[config.mk]
export PLATFORM = sky130hd
export DESIGN_NAME = lpmc_ctrl
export DESIGN_NICKNAME = d
export VERILOG_FILES = /design/src/verilog/lpmc_osc_mon.v /design/src/verilog/lpmc_ctrl.v
export VERILOG_INCLUDE_DIRS = /design/src /design/src/common
export SDC_FILE = /design/constraint.sdc
export NUM_CORES = 1
export LEC_CHECK = 0
export ABC_AREA = 1
export BUFFER_PORTS_ARGS = -buffer_cell sky130_fd_sc_hd__buf_2
export CAP_MARGIN = 20
export CORE_ASPECT_RATIO = 1.1
export CORE_UTILIZATION = 31
export CTS_CLUSTER_DIAMETER = 40
export DETAILED_ROUTE_END_ITERATION = 12
export PLACE_DENSITY_LB_ADDON = 0.1
export SYNTH_ARGS = -nofsm -noshare
export SYNTH_HDL_FRONTEND = slang
export SYNTH_HIERARCHICAL = 1
export SYNTH_SLANG_ARGS = --single-unit
[constraint.sdc]
create_clock -name pclk -period 5 [get_ports pclk]
set_clock_uncertainty 0.05 [all_clocks]
set_input_delay 0.75 -clock pclk [delete_from_list [all_inputs] [get_ports pclk]]
set_output_delay 0.75 -clock pclk [all_outputs]
set_load 0.03 [all_outputs]
[src/common/lpmc_defines.vh]
// Purpose: shared constants for the low power mode controller
// Assumes: apb word registers, byte addresses
// Notes:   offsets and reset values are local choices
`ifndef LPMC_DEFINES_VH
`define LPMC_DEFINES_VH
// ==========================================================
// register offsets
`define LPMC_OFF_STBY      12'h000
`define LPMC_OFF_DSTBY     12'h004
`define LPMC_OFF_SNZ       12'h008
`define LPMC_OFF_WUP0      12'h00C
`define LPMC_OFF_WUP1      12'h010
`define LPMC_OFF_ELS       12'h014
`define LPMC_OFF_CKDIV     12'h018
`define LPMC_OFF_MSTOP     12'h01C
`define LPMC_OFF_OPC       12'h020
`define LPMC_OFF_SEC       12'h024
`define LPMC_OFF_STAT      12'h028
`define LPMC_OFF_IMASK     12'h02C
`define LPMC_OFF_MODE      12'h030
// ==========================================================
// field positions and widths
`define LPMC_DIV_W         3
`define LPMC_OPC_HIGH      2'h0
`define LPMC_OPC_LOW       2'h1
`define LPMC_OPC_SUB       2'h2
`define LPMC_ST_OSC        0
`define LPMC_ST_WAKE       1
`define LPMC_ST_SECERR     2
`define LPMC_ST_W          3
// ==========================================================
// reset values
`define LPMC_RST_MSTOP     32'hFFFFFFFF
`define LPMC_RST_SEC       16'hFFFF
// ==========================================================
// timing: oscillator silence before stop is flagged
`define LPMC_OSC_TMO_NS    1000
`define LPMC_CLK_NS        10
`define LPMC_OSC_TMO_CYC   (`LPMC_OSC_TMO_NS / `LPMC_CLK_NS)
`endif

[src/verilog/lpmc_osc_mon.v]
// Purpose: main oscillator stop detector
// Assumes: osc_in is asynchronous to pclk
// Notes:   flags stop when no edge is seen within the timeout
`timescale 1ns/1ns
`include "lpmc_defines.vh"
module lpmc_osc_mon #(
	parameter TMO = `LPMC_OSC_TMO_CYC
) (
	// clock and reset
	input  wire        pclk,
	input  wire        presetn,
	// oscillator
	input  wire        osc_in,
	input  wire        enable,
	// result
	output reg         stopped
);
	reg        sync_a;
	reg        sync_b;
	reg        prev;
	reg [15:0] cnt;

	always @(posedge pclk or negedge presetn) begin
		if (!presetn) begin
			sync_a  <= 1'b0;
			sync_b  <= 1'b0;
			prev    <= 1'b0;
			cnt     <= 16'h0000;
			stopped <= 1'b0;
		end else begin
			sync_a <= osc_in;
			sync_b <= sync_a;
			prev   <= sync_b;
			// any edge restarts the watch
			if (!enable || (sync_b != prev)) begin
				cnt     <= 16'h0000;
				stopped <= 1'b0;
			end else if (cnt == TMO[15:0] - 16'h0001) begin
				stopped <= 1'b1;
			end else begin
				cnt <= cnt + 16'h0001;
			end
		end
	end
endmodule // lpmc_osc_mon

[src/verilog/lpmc_ctrl.v]
// Purpose: low power mode controller with apb register file
// Assumes: wfi, snooze and interrupt inputs are on pclk
// Notes:   resets are the chip reset presetn plus reset_req input
//
// Implementation choices: the APB slave port and the register offsets.
`timescale 1ns/1ns
`include "lpmc_defines.vh"
// What this block does
// - wfi enters sleep if standby select clear, else software standby unless deep
// - wfi with standby select and deep standby set enters deep software standby
// - snooze trigger moves software standby to snooze only when snooze enabled
// - sleep ends on nmi, any interrupt, or available reset
// - software standby ends on nmi, wakeup-enabled interrupt, or reset
// - snooze ends on nmi or interrupt chosen by event link and wakeup enable
// - interrupt exit resumes program, except deep standby exit goes to reset
// - reset exit from any low power mode always enters reset state
// - separate divider ratio for system, four peripheral and flash clocks
// - one stop bit per peripheral module, affecting that module alone
// - three operating power modes: high, low and sub-oscillator speed
// - stopped main oscillator raises oscillation stop interrupt
// - per-register secure attribute filters non-secure accesses
module lpmc_ctrl #(
	parameter NMOD    = 32,
	parameter OSC_TMO = `LPMC_OSC_TMO_CYC
) (
	// apb
	input  wire         pclk,
	input  wire         presetn,
	input  wire         psel,
	input  wire         penable,
	input  wire         pwrite,
	input  wire [11:0]  paddr,
	input  wire [31:0]  pwdata,
	input  wire         pprot_ns,
	output wire         pready,
	output reg  [31:0]  prdata,
	output wire         pslverr,
	// core and interrupt controller
	input  wire         wfi,
	input  wire         snooze_req,
	input  wire         nmi,
	input  wire [63:0]  irq,
	input  wire         reset_req,
	input  wire         osc_in,
	// power state outputs
	output reg          core_stop,
	output reg          clk_stop,
	output reg          deep_pd,
	output reg          resume_irq,
	output reg          reset_out,
	output reg  [17:0]  clk_div,
	output wire [NMOD-1:0] module_stop,
	output wire [1:0]   power_control_mode,
	output wire         osc_stop_irq,
	output wire         irq_out
);
	// ==========================================================
	// states
	localparam S_RUN   = 6'b000001;
	localparam S_ENTER = 6'b000010;
	localparam S_SLEEP = 6'b000100;
	localparam S_STANDBY_SELECT_BIT  = 6'b001000;
	localparam S_SNZ   = 6'b010000;
	localparam S_DEEP  = 6'b100000;

	// ==========================================================
	// registers
	reg        standby_select_bit;
	reg        deep_standby_bit;
	reg        snooze_enable_bit;
	reg [31:0] wakeup_interrupt_enable_0;
	reg [31:0] wakeup_interrupt_enable_1;
	reg [63:0] event_link_setting_reg;
	reg [NMOD-1:0] mstop;
	reg [1:0]  opc;
	reg [15:0] sec_attr;
	reg [`LPMC_ST_W-1:0] status;
	reg [`LPMC_ST_W-1:0] imask;
	reg [5:0]  state;
	reg [5:0]  next_state;
	reg        osc_dly;
	wire       osc_stopped;

	// register index from address, used by the secure filter
	function [3:0] reg_idx;
		input [11:0] a;
		begin
			reg_idx = a[5:2];
		end
	endfunction

	wire        acc      = psel & penable;
	wire [3:0]  idx      = reg_idx(paddr);
	wire        mapped   = (paddr <= `LPMC_OFF_MODE) && (paddr[1:0] == 2'b00);
	wire        sec_self = (paddr == `LPMC_OFF_SEC);
	wire        sec_bad  = mapped & pprot_ns & (sec_attr[idx] | sec_self);
	wire        wr       = acc & pwrite & mapped & ~sec_bad;
	wire [63:0] wup      = {wakeup_interrupt_enable_1, wakeup_interrupt_enable_0};
	wire        any_irq  = |irq;
	wire        wake_sby = nmi | (|(irq & wup));
	wire        wake_snz = nmi | (|(irq & wup & event_link_setting_reg));

	// ==========================================================
	// mode decode, shared by the entry and wake paths
	// which low power mode a wfi asks for
	function [5:0] entry_mode;
		input sel;
		input deep;
		begin
			if (!sel)
				entry_mode = S_SLEEP;
			else if (!deep)
				entry_mode = S_STANDBY_SELECT_BIT;
			else
				entry_mode = S_DEEP;
		end
	endfunction

	// wake sources of each mode; deep standby shares the standby list
	function mode_wake;
		input [5:0] s;
		begin
			case (s)
			S_SLEEP: mode_wake = nmi | any_irq;
			S_STANDBY_SELECT_BIT:  mode_wake = wake_sby;
			S_SNZ:   mode_wake = wake_snz;
			S_DEEP:  mode_wake = wake_sby;
			default: mode_wake = 1'b0;
			endcase
		end
	endfunction

	wire [5:0]  entry_sel = entry_mode(standby_select_bit, deep_standby_bit);

	assign pready  = 1'b1;
	assign pslverr = acc & (~mapped | sec_bad);
	assign module_stop = mstop;
	assign power_control_mode = opc;

	// ==========================================================
	// oscillator watch
	lpmc_osc_mon #(
		.TMO     (OSC_TMO)
	) u_osc (
		.pclk    (pclk),
		.presetn (presetn),
		.osc_in  (osc_in),
		.enable  (1'b1),
		.stopped (osc_stopped)
	);
	assign osc_stop_irq = status[`LPMC_ST_OSC] & imask[`LPMC_ST_OSC];
	assign irq_out = |(status & imask);

	// ==========================================================
	// register writes
	always @(posedge pclk or negedge presetn) begin
		if (!presetn) begin
			standby_select_bit        <= 1'b0;
			deep_standby_bit          <= 1'b0;
			snooze_enable_bit         <= 1'b0;
			wakeup_interrupt_enable_0 <= 32'h00000000;
			wakeup_interrupt_enable_1 <= 32'h00000000;
			event_link_setting_reg    <= 64'h0000000000000000;
			clk_div                   <= 18'h00000;
			mstop                     <= {NMOD{1'b1}};
			opc                       <= `LPMC_OPC_HIGH;
			sec_attr                  <= `LPMC_RST_SEC;
			imask                     <= {`LPMC_ST_W{1'b0}};
		end else if (wr) begin
			case (paddr)
			`LPMC_OFF_STBY:  standby_select_bit <= pwdata[0];
			`LPMC_OFF_DSTBY: deep_standby_bit <= pwdata[0];
			`LPMC_OFF_SNZ:   snooze_enable_bit <= pwdata[0];
			`LPMC_OFF_WUP0:  wakeup_interrupt_enable_0 <= pwdata;
			`LPMC_OFF_WUP1:  wakeup_interrupt_enable_1 <= pwdata;
			`LPMC_OFF_ELS: begin
				// one word selects the low 32 sources, mirrored high
				event_link_setting_reg <= {pwdata, pwdata};
			end
			`LPMC_OFF_CKDIV: clk_div <= pwdata[17:0];
			`LPMC_OFF_MSTOP: mstop <= pwdata[NMOD-1:0];
			`LPMC_OFF_OPC: begin
				// code 3 is not a mode and is ignored
				if (pwdata[1:0] != 2'h3)
					opc <= pwdata[1:0];
			end
			`LPMC_OFF_SEC: begin
				if (!pprot_ns)
					sec_attr <= pwdata[15:0];
			end
			`LPMC_OFF_IMASK: imask <= pwdata[`LPMC_ST_W-1:0];
			default: ;
			endcase
		end
	end

	// ==========================================================
	// sticky status, set wins over write-one-to-clear
	wire [`LPMC_ST_W-1:0] st_set;
	wire [`LPMC_ST_W-1:0] st_clr;
	assign st_set = {acc & sec_bad, resume_irq, osc_stopped & ~osc_dly};
	assign st_clr = (wr && paddr == `LPMC_OFF_STAT) ? pwdata[`LPMC_ST_W-1:0]
		: {`LPMC_ST_W{1'b0}};
	always @(posedge pclk or negedge presetn) begin
		if (!presetn) begin
			status  <= {`LPMC_ST_W{1'b0}};
			osc_dly <= 1'b0;
		end else begin
			osc_dly <= osc_stopped;
			status  <= (status & ~st_clr) | st_set;
		end
	end

	// ==========================================================
	// read mux
	always @* begin
		prdata = 32'h00000000;
		if (acc && !pwrite && mapped && !sec_bad) begin
			case (paddr)
			`LPMC_OFF_STBY:  prdata = {31'h00000000, standby_select_bit};
			`LPMC_OFF_DSTBY: prdata = {31'h00000000, deep_standby_bit};
			`LPMC_OFF_SNZ:   prdata = {31'h00000000, snooze_enable_bit};
			`LPMC_OFF_WUP0:  prdata = wakeup_interrupt_enable_0;
			`LPMC_OFF_WUP1:  prdata = wakeup_interrupt_enable_1;
			`LPMC_OFF_ELS:   prdata = event_link_setting_reg[31:0];
			`LPMC_OFF_CKDIV: prdata = {14'h0000, clk_div};
			`LPMC_OFF_MSTOP: prdata = mstop;
			`LPMC_OFF_OPC:   prdata = {30'h00000000, opc};
			`LPMC_OFF_SEC:   prdata = {16'h0000, sec_attr};
			`LPMC_OFF_STAT:  prdata = {29'h00000000, status};
			`LPMC_OFF_IMASK: prdata = {29'h00000000, imask};
			`LPMC_OFF_MODE:  prdata = {26'h0000000, state};
			default:         prdata = 32'h00000000;
			endcase
		end
	end

	// ==========================================================
	// mode state machine
	always @* begin
		next_state = state;
		case (state)
		S_RUN: begin
			if (wfi)
				next_state = S_ENTER;
		end
		S_ENTER: begin
			// wake during entry abandons it, so no wake event is lost
			if (mode_wake(entry_sel))
				next_state = S_RUN;
			else
				next_state = entry_sel;
		end
		S_SLEEP: begin
			if (mode_wake(state))
				next_state = S_RUN;
		end
		S_STANDBY_SELECT_BIT: begin
			if (mode_wake(state))
				next_state = S_RUN;
			else if (snooze_req && snooze_enable_bit)
				next_state = S_SNZ;
		end
		S_SNZ: begin
			if (mode_wake(state))
				next_state = S_RUN;
		end
		S_DEEP: begin
			if (mode_wake(state))
				next_state = S_RUN;
		end
		default: next_state = S_RUN;
		endcase
	end

	always @(posedge pclk or negedge presetn) begin
		if (!presetn) begin
			state      <= S_RUN;
			core_stop  <= 1'b0;
			clk_stop   <= 1'b0;
			deep_pd    <= 1'b0;
			resume_irq <= 1'b0;
			reset_out  <= 1'b0;
		end else if (reset_req) begin
			// a reset ends any mode in the reset state
			state      <= S_RUN;
			core_stop  <= 1'b0;
			clk_stop   <= 1'b0;
			deep_pd    <= 1'b0;
			resume_irq <= 1'b0;
			reset_out  <= 1'b1;
		end else begin
			state      <= next_state;
			core_stop  <= (next_state != S_RUN);
			clk_stop   <= (next_state == S_STANDBY_SELECT_BIT) | (next_state == S_DEEP);
			deep_pd    <= (next_state == S_DEEP);
			// leaving deep standby is a reset, the rest resume
			resume_irq <= (next_state == S_RUN) & (state != S_RUN) & (state != S_DEEP)
				& (state != S_ENTER | nmi | any_irq);
			reset_out  <= (next_state == S_RUN) & (state == S_DEEP);
		end
	end
endmodule // lpmc_ctrl

# Yosys cells after proc, flatten, opt, wreduce, memory -nomap -nowiden
# Index checks and enable logic that the tools add are counted.
[totals]
output_inout_bits = 93
input_bits = 119
regBits = 237
[op_classes]
n_reduce_logical = 27
n_mux = 31
add_sub_neg = 1
n_eq_ne = 33
bitwise_logic = 32
magnitude_cmp = 2
[ops]
columns = ["operator", "n"]
rows = [
  ["32-bit case mux with 13 select lines", 1],
  ["64-bit OR reduction", 3],
  ["64-bit bitwise AND", 2],
  ["12-bit by 6-bit equality test with 1-bit output (second input constant)", 5],
  ["6-bit 2-to-1 mux", 10],
  ["12-bit by 5-bit equality test with 1-bit output (second input constant)", 4],
  ["6-bit case mux with 6 select lines", 1],
  ["16-bit 2-to-1 mux", 2],
  ["32-bit 2-to-1 mux", 1],
  ["12-bit by 4-bit equality test with 1-bit output (second input constant)", 2],
  ["6-bit by 4-bit equality test with 1-bit output (second input constant)", 3],
  ["6-bit equality test (second input constant)", 3],
  ["2-bit AND reduction", 9],
  ["16-bit by 1-bit adder with 16-bit output (second input constant)", 1],
  ["16-bit by 7-bit equality test with 1-bit output (second input constant)", 1],
  ["1-bit bitwise AND", 14],
  ["1-bit 2-to-1 mux", 13],
  ["12-bit by 3-bit equality test with 1-bit output (second input constant)", 1],
  ["6-bit by 1-bit equality test with 1-bit output (second input constant)", 2],
  ["6-bit by 3-bit equality test with 1-bit output (second input constant)", 2],
  ["6-bit by 5-bit equality test with 1-bit output (second input constant)", 2],
  ["12-bit by 6-bit less-or-equal comparator with 1-bit output (second input constant)", 1],
  ["12-bit zero test", 1],
  ["6-bit by 1-bit inequality test with 1-bit output (second input constant)", 2],
  ["22 further kinds", 40],
]

# Depth between registers and ports, before layout
[logic_depth]
depth_word = 13
ltp_mapped = 13

# Modules after synthesis
# The synthesis kept the hierarchy.
[modules_own_cells]
columns = ["module", "cells_each", "area_each_um2", "seq_area_each_um2", "n_inst"]
rows = [
  ["lpmc_ctrl", 1384, 10214.8, 4690.7, 1],
  ["lpmc_osc_mon", 155, 1093.5, 500.5, 1],
]

# Worst setup path after synthesis
# No wires, ideal clock.
[synth_path]
path_type = "input to output"
startpoint = "input paddr[8]"
endpoint = "output prdata[28]"
stages = 9
slack_ns = 1.604
arrival_ns = 2.596
t_required_ns = 4.200
path_buffers = 1
cell_sequence = "nor2_1 > nand2_1 > nor2_4 > nand3_1 > nand2_2 > o21ai_4 > buf_6 > nand4_4 > nor3_1"
[synth_via]
elab_chain_len = 7
[synth_lines]
columns = ["item", "line", "rtl"]
rows = [
  ["start: declaration", "lpmc_ctrl.v:32", "input wire [11:0] paddr,"],
  ["12-bit by 6-bit less-or-equal comparator with 1-bit output (no source line)", "-", ""],
  ["1-bit logical AND", "lpmc_ctrl.v:94", "wire mapped = (paddr <= `LPMC_OFF_MODE) && (paddr[1:0] == 2'b00);"],
  ["1-bit bitwise AND (2 in a row)", "lpmc_ctrl.v:96", "wire sec_bad = mapped & pprot_ns & (sec_attr[idx] | sec_self);"],
  ["1-bit zero test", "lpmc_ctrl.v:218", "if (acc && !pwrite && mapped && !sec_bad) begin"],
  ["1-bit logical AND", "lpmc_ctrl.v:218", ""],
  ["32-bit 2-to-1 mux *", "lpmc_ctrl.v:218", ""],
  ["end: declaration", "lpmc_ctrl.v:36", "output reg [31:0] prdata,"],
]
# Every way passes the cells marked *; elsewhere a longest branch is shown, timed or not.

# Worst setup path after layout
[layout_path]
startpoint = "input paddr[8]"
endpoint = "output prdata[4]"
# Same word-level chain as after synthesis.

==> results.ini <==
[synth]
yosys-top-cells-area = dfrtp_1 (35%), nand2_1 (16%), dfstp_2 (11%), nand3_1 (7.3%), o21ai_0 (6.9%)
ys_types = 42
ys_ff_latch = 205
ys_warn_count = 6
synthCells = 1539
syn_area_sq_um = 11310
post_synth.cell_area_avg_sq_um = 7.348
synthArstFlopShare = 1.000
synthFlopType = dfrtp_1
ys_seq_area_frac = 0.4591
yosys.area.top_type = dfrtp_1
synth_edf_count = 0
yosysTopAreaCellShare = 0.3452

[cts]
insertion_delay_ns = 0.54
clkSinkCount = 205
clkSlewWorstSetupHoldPaths_ns = 0.05
cts_hold_buf = 0
cts-root-buf = clkbuf_16
numCtsBuffers = 43
post-cts-setup-buffer-count = 0
ctsResizeCount = 0
clk_path_buf_depth = 3
cts_max_level = 2
cts_tree = yes

[setup_path]
critPathKind = input port to output port
crit_required_ns = 4.20
crit_fanout = 14
startpoint_type = input port
crit_path_cell_trace = buf_2 -> nor2_1 -> nand2_1 -> nor2_4 -> nand3_1 -> inv_1 -> buf_4 -> nand2_1 -> nand2_1 -> nor3_1 -> nor2_1 -> buf_2
cp_slowest_stage_delay_ns = 0.49
cp_data_arrival_time_ns = 3.20
critPathMostFrequentCell = nand2_1
worst_path_max_delay_cell = nand3_1
crit_path_end_kind = output port

[sta]
finalSetupViolCount = 0
tns_ns = 0
max_freq_mhz = 250.1
final_max_slew_viol_count = 0
period_minus_slack_ns = 3.999
finalHoldViolCount = 0
min_period_over_period = 0.7998
tightestPinTransition_ns = 0.8821
rsz0062_at_grt = false
relSlewSlack = 0.4119

[final_layout]
fillers = 3903
final_layout_size_suffix_gt1_frac = 0.2207
final_core_util = 0.3962
diodes = 0
layout_common_cells = nand2_1 (490), buf_2 (209), nor2_1 (170)
final_common_cell = nand2_1
syn2layout_area_growth_pct = 26.39
nNetsFinal = 1866
final_area_sq_um = 14290
finalNonFillerCells = 2268

[routing]
drt_pass1_iterations = 5
antenna_left = 0
wl_per_cell_microns = 19.43
routed-via-count = 11180
vias_per_cell = 4.931
drc = 0
drtIter0Drc = 767
drt-total-wl_microns = 44070

[global_route]
grtUsageTotal = 0.2404
first_global_vias = 11020
grt_antenna_before_repair = 0
gr-total-overflow = 0
grt_first_pass_wirelength_microns = 66860
grt_max_degree = 99

[placed_design]
placed_cells = 2188
dpl_cell_area_sq_um = 12770
gp_congestion = 0.8846
post-dp-hpwl_microns = 32590
port_buffers = 210

[flow_run]
cap_violations = 0

[floorplan]
core_sq_um = 36080
fp-row-count = 73
initial_core_util = 0.3134
die_y_microns = 202.3
dieArea_sq_um = 37250
die_w_microns = 184.1
io_pins = 212

[power]
pwr_density_cell_nw_per_um2 = 345.2
vdd_drop_max_mv = 0.2232
p_leak_uw = 0.006869

[worst_hold_path]
min_path_type = input port to async pin

[outcome]
status = finished clean

[critical path, delay by kind of cell]
family	cells	cell delay, ns
buffers and inverters	4	0.79
and+or+nand+nor	8	1.64
[path summary, 6_finish.rpt]
| path | startpoint | cells past startpoint | slack, ns | end |
|---|---|---|---|---|
| max | paddr[8] | 12 | 1.00 | prdata[4] |
| min | presetn | 1 | 0.27 | deep_standby_bit |
| max reg2reg | sec_attr[12] | 10 | 2.41 | module_stop[14] |
| min reg2reg | u_osc/sync_a | 0 | 0.29 | u_osc/sync_b |
| max in group asynchronous | presetn | 2 | 3.61 | module_stop[15] |
| min in group pclk | osc_in | 1 | 0.29 | u_osc/sync_a |
[cells in the mapped netlist (5+ instances only)]
master	instances
a21oi_1	14
inv_1	117
nand2_1	490
nor2_2	7
o21ai_1	27
nand2_2	5
nand4_1	28
clkbuf_1	29
nor3_1	16
dfstp_2	49
buf_6	11
nand3_1	165
a211oi_1	8
dfrtp_1	156
a221oi_1	16
o21ai_0	157
buf_2	16
nor2_1	173
o21ai_2	16
[power breakdown]
group          switching [uW]  leakage, uW  internal (uW)
clock network            1000     0.000732           2040
registers                4.72      0.00266           1670
logic                     156      0.00348           60.4
total                    1160      0.00687           3770
[per-stage QoR]
step	power, uW	setup WS (ns)	hold WS, ns
after floorplan	1778	1.604	0.2812
after global placement	1922	1.112	0.2879
after detailed placement	1921	1.056	0.2918
after CTS	4999	1.048	0.2698
after global routing	5087	0.8123	0.2746
final	4934	1.001	0.2701
[routing by layer]
metal | track usage | share of wire
met1 | 0.3200 | 0.45
met2 | 0.4002 | 0.48
met3 | 0.03748 | 0.049
met4 | 0.07024 | 0.023
met5 | 0 | 0
[cells by family after synthesis]
logic type | after synthesis | synth area share
and+or+nand+nor | 904 | 0.3439
AOI/OAI and AO/OA | 248 | 0.1264
DFF | 205 | 0.4591
buffers and inverters | 180 | 0.06926
adders and majority gates | 1 | 0.001106
other | 1 | 0.0003316
[final cells by class]
cell class / count / area [sq um] / area share
clock inverters: 26 / 382.9 / 0.02679
repair buffers: 222 / 1175 / 0.08220
clock buffers: 54 / 1137 / 0.07958
well taps: 487 / 609.3 / 0.04263
multi-input cells: 1155 / 5350 / 0.3743
inverters: 119 / 446.7 / 0.03125
flip-flops and latches: 205 / 5191 / 0.3632
(Power assumes the default switching activity.)
